**config.mk**
```make
export PLATFORM = sky130hd
export DESIGN_NAME = dpdm_input_mux
export DESIGN_NICKNAME = d
export VERILOG_FILES = /design/src/verilog/dpdm_pkg.sv /design/src/verilog/dpdm_output_stage.sv /design/src/verilog/dpdm_input_mux.sv
export SDC_FILE = /design/constraint.sdc
export NUM_CORES = 1
export LEC_CHECK = 0
export BUFFER_PORTS_ARGS = -buffer_cell sky130_fd_sc_hd__buf_2
export CAP_MARGIN = 15
export CORE_ASPECT_RATIO = 0.7
export CORE_MARGIN = 2
export CORE_UTILIZATION = 35
export DETAILED_ROUTE_END_ITERATION = 8
export PLACE_DENSITY_LB_ADDON = 0.3
export SETUP_SLACK_MARGIN = 0.2
export SLEW_MARGIN = 20
export SYNTH_ARGS = -nofsm -noshare
export SYNTH_HDL_FRONTEND = slang
export SYNTH_HIERARCHICAL = 1
export SYNTH_SLANG_ARGS = --single-unit
```
**constraint.sdc**
```tcl
create_clock -name clock -period 2.2 [get_ports clock]
set_input_delay 0.33 -clock clock [delete_from_list [all_inputs] [get_ports clock]]
set_output_delay 0.33 -clock clock [all_outputs]
set_load 0.01 [all_outputs]
```
**src/verilog/dpdm_pkg.sv**
```systemverilog
// constants shared by the dual-port dac input mux
`default_nettype none

package dpdm_pkg;

	// ----------------------------------------------------------------
	// data path
	// ----------------------------------------------------------------
	localparam int         DATA_WIDTH = 10;
	localparam logic [9:0] CODE_MAX   = 10'h3ff;
	localparam logic [9:0] CODE_RESET = 10'h000;
	localparam int         DATA_MSB   = 9;

	// ----------------------------------------------------------------
	// input mux modes, encoded as {mode_select_high, mode_select_low}
	// ----------------------------------------------------------------
	typedef enum logic [1:0] {
		DPDM_MODE_INTERLEAVED = 2'b00,
		DPDM_MODE_PORT1       = 2'b01,
		DPDM_MODE_PORT2       = 2'b10,
		DPDM_MODE_INVALID     = 2'b11
	} dpdm_mode_t;

	// ----------------------------------------------------------------
	// reset values and timing counts
	// ----------------------------------------------------------------
	localparam logic       HALF_CLOCK_RESET      = 1'b1;
	localparam logic [1:0] SYNC_RESET            = 2'h0;
	localparam int         OUTPUT_LATENCY_CYCLES = 1;
	localparam int         LOCK_CYCLES           = 16;
	localparam int         LOCK_COUNT_WIDTH      = 5;

endpackage : dpdm_pkg

`default_nettype wire

```
**src/verilog/dpdm_output_stage.sv**
```systemverilog
// output latency pipeline and true/complement code generation
`default_nettype none

module dpdm_output_stage #(
	parameter int WIDTH   = dpdm_pkg::DATA_WIDTH,
	parameter int LATENCY = dpdm_pkg::OUTPUT_LATENCY_CYCLES
) (
	input  wire logic             clock,
	input  wire logic             reset,
	input  wire logic [WIDTH-1:0] code,
	input  wire logic             load,
	output logic      [WIDTH-1:0] trueCode,
	output logic      [WIDTH-1:0] complementCode,
	output logic                  update
);

	// ----------------------------------------------------------------
	// state
	// ----------------------------------------------------------------
	typedef struct packed {
		logic [LATENCY-1:0][WIDTH-1:0] truePipe;
		logic [LATENCY-1:0][WIDTH-1:0] compPipe;
		logic [LATENCY-1:0]            loadPipe;
	} dpdm_out_state_t;

	dpdm_out_state_t state_q;
	dpdm_out_state_t state_d;

	// ----------------------------------------------------------------
	// pipeline
	// ----------------------------------------------------------------
	always_comb begin
		state_d = state_q;
		// complement formed up front so both outputs leave from flops
		state_d.truePipe[0] = code;
		state_d.compPipe[0] = dpdm_pkg::CODE_MAX - code;
		state_d.loadPipe[0] = load;
		for (int i = 1; i < LATENCY; i++) begin
			state_d.truePipe[i] = state_q.truePipe[i-1];
			state_d.compPipe[i] = state_q.compPipe[i-1];
			state_d.loadPipe[i] = state_q.loadPipe[i-1];
		end
	end

	always_ff @(posedge clock) begin
		if (reset) begin
			state_q <= '0;
		end else begin
			state_q <= state_d;
		end
	end

	assign trueCode       = state_q.truePipe[LATENCY-1];
	assign complementCode = state_q.compPipe[LATENCY-1];
	assign update         = state_q.loadPipe[LATENCY-1];

endmodule : dpdm_output_stage

`default_nettype wire

```
**src/verilog/dpdm_input_mux.sv**
```systemverilog
// dual-port input latches, 1x clock generation and dac latch mux
//
// Behaviour
// - multiplier on: rise latches ports, loads port 2
// - multiplier on: half period later loads port 1
// - strap low disables multiplier; source gives 2x clock
// - multiplier off: mode pair picks interleaved, port 1, port 2
// - interleaved, multiplier off: 2x divided to 1x
// - multiplier off: 1x clock echoed on status pin
// - reset release: 1x high, low, then high
// - early release: first edge drives 1x low
// - single port: latch, then dac next rise
// - straight binary code, true and complement outputs
// - multiplier on: status pin shows lock, high
// - data bit 9 is msb, bit 0 lsb
`default_nettype none

module dpdm_input_mux #(
	parameter int WIDTH       = dpdm_pkg::DATA_WIDTH,
	parameter int LATENCY     = dpdm_pkg::OUTPUT_LATENCY_CYCLES,
	parameter int LOCK_CYCLES = dpdm_pkg::LOCK_CYCLES
) (
	input  wire logic             clock,
	input  wire logic             reset,
	input  wire logic [WIDTH-1:0] port1Data,
	input  wire logic [WIDTH-1:0] port2Data,
	input  wire logic             multiplierSupplyStrap,
	input  wire logic             modeSelectLow,
	input  wire logic             modeSelectHigh,
	input  wire logic             alignReset,
	output logic                  lockOrHalfClockOut,
	output logic      [WIDTH-1:0] trueCurrentOut,
	output logic      [WIDTH-1:0] complementCurrentOut,
	output logic                  dacUpdate,
	output logic                  invalidModeFlag,
	output logic                  multiplierActive
);

	// ----------------------------------------------------------------
	// state
	// ----------------------------------------------------------------
	typedef struct packed {
		logic [1:0]                                strapSync;
		logic [1:0]                                lowSync;
		logic [1:0]                                highSync;
		logic [1:0]                                alignSync;
		logic                                      halfClk;
		logic                                      halfClkEcho;
		logic [WIDTH-1:0]                          port1Latch;
		logic [WIDTH-1:0]                          port2Latch;
		logic [WIDTH-1:0]                          dacLatch;
		logic                                      dacLoad;
		logic                                      invalidFlag;
		logic [dpdm_pkg::LOCK_COUNT_WIDTH-1:0]     lockCount;
		logic                                      locked;
		logic                                      statusPin;
	} dpdm_state_t;

	dpdm_state_t         state_q;
	dpdm_state_t         state_d;
	dpdm_pkg::dpdm_mode_t mode;
	logic                multOn;
	logic                aligning;
	logic                riseEdge;
	logic                fallEdge;

	localparam int LOCK_LAST_INT = LOCK_CYCLES - 1;
	// cut to the counter width on purpose; LOCK_CYCLES - 1 must fit in it
	localparam logic [dpdm_pkg::LOCK_COUNT_WIDTH-1:0] LOCK_LAST =
		LOCK_LAST_INT[dpdm_pkg::LOCK_COUNT_WIDTH-1:0];

	// ----------------------------------------------------------------
	// decoded controls
	// ----------------------------------------------------------------
	always_comb begin
		multOn   = state_q.strapSync[1];
		// alignment reset only matters with the multiplier off
		aligning = state_q.alignSync[1] & ~multOn;
		if (multOn) begin
			mode = dpdm_pkg::DPDM_MODE_INTERLEAVED;
		end else begin
			mode = dpdm_pkg::dpdm_mode_t'({state_q.highSync[1], state_q.lowSync[1]});
		end
		// 1x rises when the divided clock goes from low to high
		riseEdge = ~aligning & ~state_q.halfClk;
		fallEdge = ~aligning & state_q.halfClk;
	end

	// ----------------------------------------------------------------
	// next state
	// ----------------------------------------------------------------
	always_comb begin
		state_d = state_q;
		state_d.dacLoad = 1'b0;

		// two flops on every pin-level control
		state_d.strapSync = {state_q.strapSync[0], multiplierSupplyStrap};
		state_d.lowSync   = {state_q.lowSync[0], modeSelectLow};
		state_d.highSync  = {state_q.highSync[0], modeSelectHigh};
		state_d.alignSync = {state_q.alignSync[0], alignReset};

		// ------------------------------------------------------------
		// internal 1x clock
		// ------------------------------------------------------------
		if (aligning) begin
			state_d.halfClk = 1'b1;
		end else begin
			// first edge after release drives it low, next high
			state_d.halfClk = ~state_q.halfClk;
		end
		state_d.halfClkEcho = state_q.halfClk;

		// ------------------------------------------------------------
		// latches and dac mux
		// ------------------------------------------------------------
		case (mode)
			dpdm_pkg::DPDM_MODE_INTERLEAVED: begin
				state_d.invalidFlag = 1'b0;
				if (riseEdge) begin
					// ports held msb at bit 9 straight through
					state_d.port1Latch = port1Data;
					state_d.port2Latch = port2Data;
					state_d.dacLatch   = state_q.port2Latch;
					state_d.dacLoad    = 1'b1;
				end else if (fallEdge) begin
					// half a 1x period later, independent of duty cycle
					state_d.dacLatch = state_q.port1Latch;
					state_d.dacLoad  = 1'b1;
				end
			end
			dpdm_pkg::DPDM_MODE_PORT1: begin
				state_d.invalidFlag = 1'b0;
				if (riseEdge) begin
					state_d.port1Latch = port1Data;
					state_d.dacLatch   = state_q.port1Latch;
					state_d.dacLoad    = 1'b1;
				end
			end
			dpdm_pkg::DPDM_MODE_PORT2: begin
				state_d.invalidFlag = 1'b0;
				if (riseEdge) begin
					state_d.port2Latch = port2Data;
					state_d.dacLatch   = state_q.port2Latch;
					state_d.dacLoad    = 1'b1;
				end
			end
			default: begin
				// dac latch keeps its last code
				state_d.invalidFlag = 1'b1;
			end
		endcase

		// ------------------------------------------------------------
		// lock indication, a simple settle counter
		// ------------------------------------------------------------
		if (!multOn) begin
			state_d.lockCount = '0;
			state_d.locked    = 1'b0;
		end else if (state_q.lockCount == LOCK_LAST) begin
			state_d.locked = 1'b1;
		end else begin
			state_d.lockCount = state_q.lockCount + 1'b1;
		end

		if (multOn) begin
			state_d.statusPin = state_q.locked;
		end else begin
			state_d.statusPin = state_q.halfClkEcho;
		end
	end

	// ----------------------------------------------------------------
	// registers
	// ----------------------------------------------------------------
	always_ff @(posedge clock) begin
		if (reset) begin
			state_q             <= '0;
			state_q.halfClk     <= dpdm_pkg::HALF_CLOCK_RESET;
			state_q.halfClkEcho <= dpdm_pkg::HALF_CLOCK_RESET;
			state_q.port1Latch  <= dpdm_pkg::CODE_RESET;
			state_q.port2Latch  <= dpdm_pkg::CODE_RESET;
			state_q.dacLatch    <= dpdm_pkg::CODE_RESET;
			state_q.strapSync   <= dpdm_pkg::SYNC_RESET;
		end else begin
			state_q <= state_d;
		end
	end

	// ----------------------------------------------------------------
	// output latency and current code outputs
	// ----------------------------------------------------------------
	dpdm_output_stage #(
		.WIDTH   (WIDTH),
		.LATENCY (LATENCY)
	) outputStage (
		.clock          (clock),
		.reset          (reset),
		.code           (state_q.dacLatch),
		.load           (state_q.dacLoad),
		.trueCode       (trueCurrentOut),
		.complementCode (complementCurrentOut),
		.update         (dacUpdate)
	);

	assign lockOrHalfClockOut = state_q.statusPin;
	assign invalidModeFlag    = state_q.invalidFlag;
	assign multiplierActive   = state_q.strapSync[1];

endmodule : dpdm_input_mux

`default_nettype wire

```
**Yosys cells after proc, flatten, opt, wreduce, memory -nomap -nowiden**

Index checks and enable logic that the tools add are counted.

- Register bits: 70
- Word-level logic and storage cells: 54

- Add/subtract/negate cells: 2
- Equal/unequal tests: 7
- Multiplexer cells: 12
- Bitwise logic cells: 6
- Reduce and logical (&&, ||, !) cells: 10

Operators by type and width:

| cell | number |
|---|---|
| $pmux 10 s2 | 2 |
| $mux 11 | 3 |
| $pmux 11 s3 | 1 |
| $mux 21 | 1 |
| $mux 20 | 1 |
| $mux 10 | 1 |
| $sub 10x10->10 const A | 1 |
| $ne 2x2->1 const B | 3 |
| $reduce_and 3->1 | 2 |
| $add 5x1->5 const B | 1 |
| $eq 5x4->1 const B | 1 |
| $reduce_and 4->1 | 1 |
| $reduce_bool 2->1 | 2 |
| $reduce_or 2->1 | 2 |
| $and 1x1->1 | 3 |
| $ne 3x3->1 const B | 1 |
| $not 1->1 | 3 |
| $reduce_bool 3->1 | 1 |
| $reduce_or 3->1 | 1 |
| $eq 2x1->1 const B | 1 |
| $eq 2x2->1 const B | 1 |
| $logic_not 2->1 | 1 |
| $mux 1 | 2 |
| $mux 2 | 1 |

**Longest topological paths before layout**

- Depth in word-level cells: 7
- Depth in mapped cells: 9
- Gate-level depth less buffers: 8

**Cells and area by module**

Netlist, hierarchy kept.

Modules (own cells, without submodules):

| module | instances | cells an instance | area an instance (um^2) | sequential area each (um^2) |
|---|---|---|---|---|
| dpdm_input_mux | 1 | 194 | 1968.1 | 980.9 |
| dpdm_output_stage | 1 | 44 | 571.8 | 420.4 |

**Worst setup path before layout**

No wires, ideal clock.

- Path kind: register to register
- Start: register state_q (netlist bit multiplierActive)
- End: register state_q[18] in the netlist's numbering
- Arrival time: 1.615 ns
- Slack: 0.460 ns
- Cell stages (with the launch flop): 9
- Path buffers: 1
- Period minus slack after synthesis: 1.740 ns
- Cell sequence: dfxtp_1 > nand2b_1 > ha_1 > buf_2 > mux2i_1 > nor2_2 > a22o_1 > a22oi_2 > nor2_2

- Word-level cells in the longest chain between the ends: 6
- Elaborated cells between the ends (all ways): 16
- Classes of those cells: eq/ne: 5; mux: 3; bitwise: 5; reduce/logical: 3

RTL lines:

| element | RTL line | RTL |
|---|---|---|
| from (decl) | dpdm_input_mux.sv:59 | `dpdm_state_t state_q;` |
| from (signal assigned) | dpdm_input_mux.sv:185 | `state_q <= state_d;` |
| $not 1->1 (no source line) | -- |  |
| $and 1x1->1 | dpdm_input_mux.sv:78 | `aligning = state_q.alignSync[1] & ~multOn;` |
| $not 1->1 | dpdm_input_mux.sv:85, dpdm_input_mux.sv:86 |  |
| $and 1x1->1 (on tied branches) | dpdm_input_mux.sv:85, dpdm_input_mux.sv:86 |  |
| $ne 3x3->1 (no source line), or another cell as far along | -- |  |
| $reduce_and 4->1 (no source line) / $pmux 11 s3 (equally long branches) | -- |  |

Parallel ways exist; a longest one is shown, timed or not.
A chain may end at the register's enable or synchronous reset.

**Worst setup path in the final report**

- Start: register state_q (netlist bit multiplierActive)
- End: register state_q[15] in the netlist's numbering

Same word-level chain as after synthesis.

==> metrics.csv <==
metric,value,unit
P_leak,1.39,nW
vias per cell,4.42,
post-cts resize count,0,
IO Port Bufs,49,
Top-Level Pins,50,
Sw Share,24.1,%
gr ovfl total,0,
wl on met1,2.60,mm
uppermost layer routed,met4,
DRC viols,0,
Clock Latency Late Sink,350,ps
final WL,4.79,mm
Starting Density,36.9,%
FF-to-FF setup slack,360,ps
number of global-route vias before repair,1583,
"Area growth, synth to finish",22.5,%
Syn Nets,271,
Pre-antenna DRT Iters,4,
setup TNS,0,ps
combinational share of power,10.1,%
hold_buf cts,0,
FF-to-FF End,state_q[15]$_SDFFE_PP0P_,
FMAX,0.542,GHz
RSZ-0062 raised after global routing,no,
Max-slew headroom,70.4,%
min-delay src,multiplierSupplyStrap,
share of layout cells above drive strength 1,31.6,%
R2R depth,8,
flop and latch count out of synthesis,70,
Synth area leader,dfxtp_1,
clk_skew,12.0,ps
Reg power frac,49.2,%
fin crit share,83.8,%
WS Path Type,flop to flop,
Setup Viol. Count Final,0,
post-route ant nets,0,
Yosys top cell area share,55.2,%
status,finished clean,
initial antenna violation count,0,
largest net degree at the start of global routing,49,
drt first-iter violations,90,
crit path capture type,flop,
Reg2Reg Launch Point,multiplierActive$_SDFF_PP0_,
WHS Path Cells,2,
CP Data Required Time,2430,ps
clock-pin slew on the worst setup and hold paths,80,ps
CTS tree,built,
final total power,2.78,mW
sequential area share after synthesis,55.2,%
VDD IR max,322,uV
htree depth,3,
Pint,2.11,mW
worst hold path class,primary input to flop,
Crit Path Max Fanout,9,
CTS Buf Count,9,
Final Net Count,322,
Clock Path Buffers,2,
Die X-Extent,106,um
Antenna diodes,0,
Rows,25,
Die ar.,7970,um2
RePlAce Congestion,0.876,
Hold EP,state_d[48]$_SDFF_PP0_,
Power Density,895,nW/um2
Yosys warnings,6,
Post-CTS Setup Bufs,0,
DPL Wire Length,3.44,mm
clk sinks,70,
detailed-route via count,1715,
met3 WL,295,um
first-pass GRT wire length,7.89,mm
Root Driver,clkbuf_8,
Core ar.,6880,um2
Post-Syn Area,2540,um2
Psw,0.671,mW
Avg WL per Cell,12.3,um
"Avg Cell Area, Syn",10.7,um2
die height,75.3,um
final hold vios,0,
Gate Count Post-Synth,238,
worst slew pin tran,444,ps
CP startpoint kind,flop,
Setup crit start,multiplierActive$_SDFF_PP0_,
Final min period,1840,ps
Pins Over Slew Limit,0,
top area cells in the synthesized netlist,"dfxtp_1 (55%), mux2i_1 (9.5%), nor2_1 (8.1%)",
CP Data Arrival Time,2080,ps
max cap viols,0,
clock power share,40.8,%
met2 wire len,1.81,mm
Netlist cell types,33,
Tot GR Track Use,13.3,%
## per-layer routing
layer,up-vias,track usage [%]
met3,10,5.37
li1,892,-
met4,0,5.70
met2,47,17.5
met1,766,18.9
met5,-,0
## registers in the layout (all words and copies together) (netlist names)
name / cells
outputStage/trueCode: 10
invalidModeFlag: 1
outputStage/complementCode: 10
lockOrHalfClockOut: 1
state_d: 5
multiplierActive: 1
outputStage/update: 1
state_q: 41
## critical path, cell delays in order, from the launching register on
cell      delay (ps)
dfxtp_1          430
nand2b_1         220
inv_2             80
ha_1             190
mux2i_1          240
nor2_4           100
a22o_1           270
a22oi_1          140
nor2_1            50
## layout by cell type, fill, tap and decap left out, drive strengths merged, types with 3 or more instances in the layout
| master | instances |
|---|---|
| dfxtp | 70 |
| nor2 | 58 |
| buf | 54 |
| mux2i | 24 |
| nor2b | 21 |
| a22oi | 10 |
| clkbuf | 10 |
| a22o | 9 |
| ha | 7 |
| inv | 4 |
| nand2b | 3 |
## cells in the mapped netlist, drive strengths merged
| cell | instances |
|---|---|
| dfxtp | 70 |
| nor2 | 58 |
| mux2i | 24 |
| nor2b | 21 |
| a22oi | 10 |
| a22o | 9 |
| buf | 8 |
| ha | 7 |
| clkbuf | 6 |
| inv | 3 |
| nand2b | 3 |
| a21oi | 2 |
| nor3 | 2 |
| o21ai | 2 |
| xor2 | 2 |
| a211oi | 1 |
| a21o | 1 |
| and2b | 1 |
| and3 | 1 |
| nand2 | 1 |
| nand4b | 1 |
| nor3b | 1 |
| nor4 | 1 |
| o21a | 1 |
| or2 | 1 |
| xnor2 | 1 |
## stage by stage
stage / area, um2 / setup slack, ps / hold slack, ps / util (%) / instances
after floorplan: 2540 / 460 / 394 / - / 238
after global placement: 2880 / 315 / 415 / 41.8 / 372
after detailed placement: 2880 / 216 / 418 / 41.8 / 372
after CTS: 3100 / 206 / 178 / 45.1 / 388
after global routing: 3110 / 214 / 201 / 45.2 / 388
final: 3110 / 356 / 189 / 45.2 / 388
## power groups by stage
stage                     combinational [mW]  clock [mW]  sequential [mW]
after global routing                   0.312        1.23             1.38
after global placement                 0.274           0             1.40
after detailed placement               0.280           0             1.40
final                                  0.280        1.13             1.37
after floorplan                        0.193           0             1.40
after CTS                              0.281        1.17             1.37
## cell families after synthesis
logic type               count (synthesis)  synth area share, %
AO/OA/AOI/OAI                           26                 8.42
multiplexers                            24                 9.46
flip-flops                              70                 55.2
adder cells (fa/ha/maj)                  7                 3.45
AND/OR/NAND/NOR                         91                 18.4
buffers and inverters                   17                 4.04
XOR/XNOR                                 3                 1.03
## cell type report
cell class	count	area [um2]
Tap cell	94	118
Multi-Input combinational cell	151	1050
Clock buffer	10	128
Clock inverter	6	93.8
Fill cell	688	3770
Inverter	3	11.3
Timing Repair Buffer	54	308
Sequential cell	70	1400
## worst max path at each step
| stage | slack (ps) | depth (start not counted) | end |
|---|---|---|---|
| 6_report | 360 | 8 | state_q[15]$_SDFFE_PP0P_ |
| 5_1_grt | 210 | 8 | state_q[15]$_SDFFE_PP0P_ |
| 4_1_cts | 210 | 7 | state_q[18]$_SDFFE_PP0P_ |
| 3_5_place_dp | 220 | 7 | state_q[18]$_SDFFE_PP0P_ |
| 3_3_place_gp | 310 | 7 | state_q[18]$_SDFFE_PP0P_ |
| 2_1_floorplan | 460 | 8 | state_q[18]$_SDFFE_PP0P_ |
No activity file was read; power rests on OpenSTA's default activity.
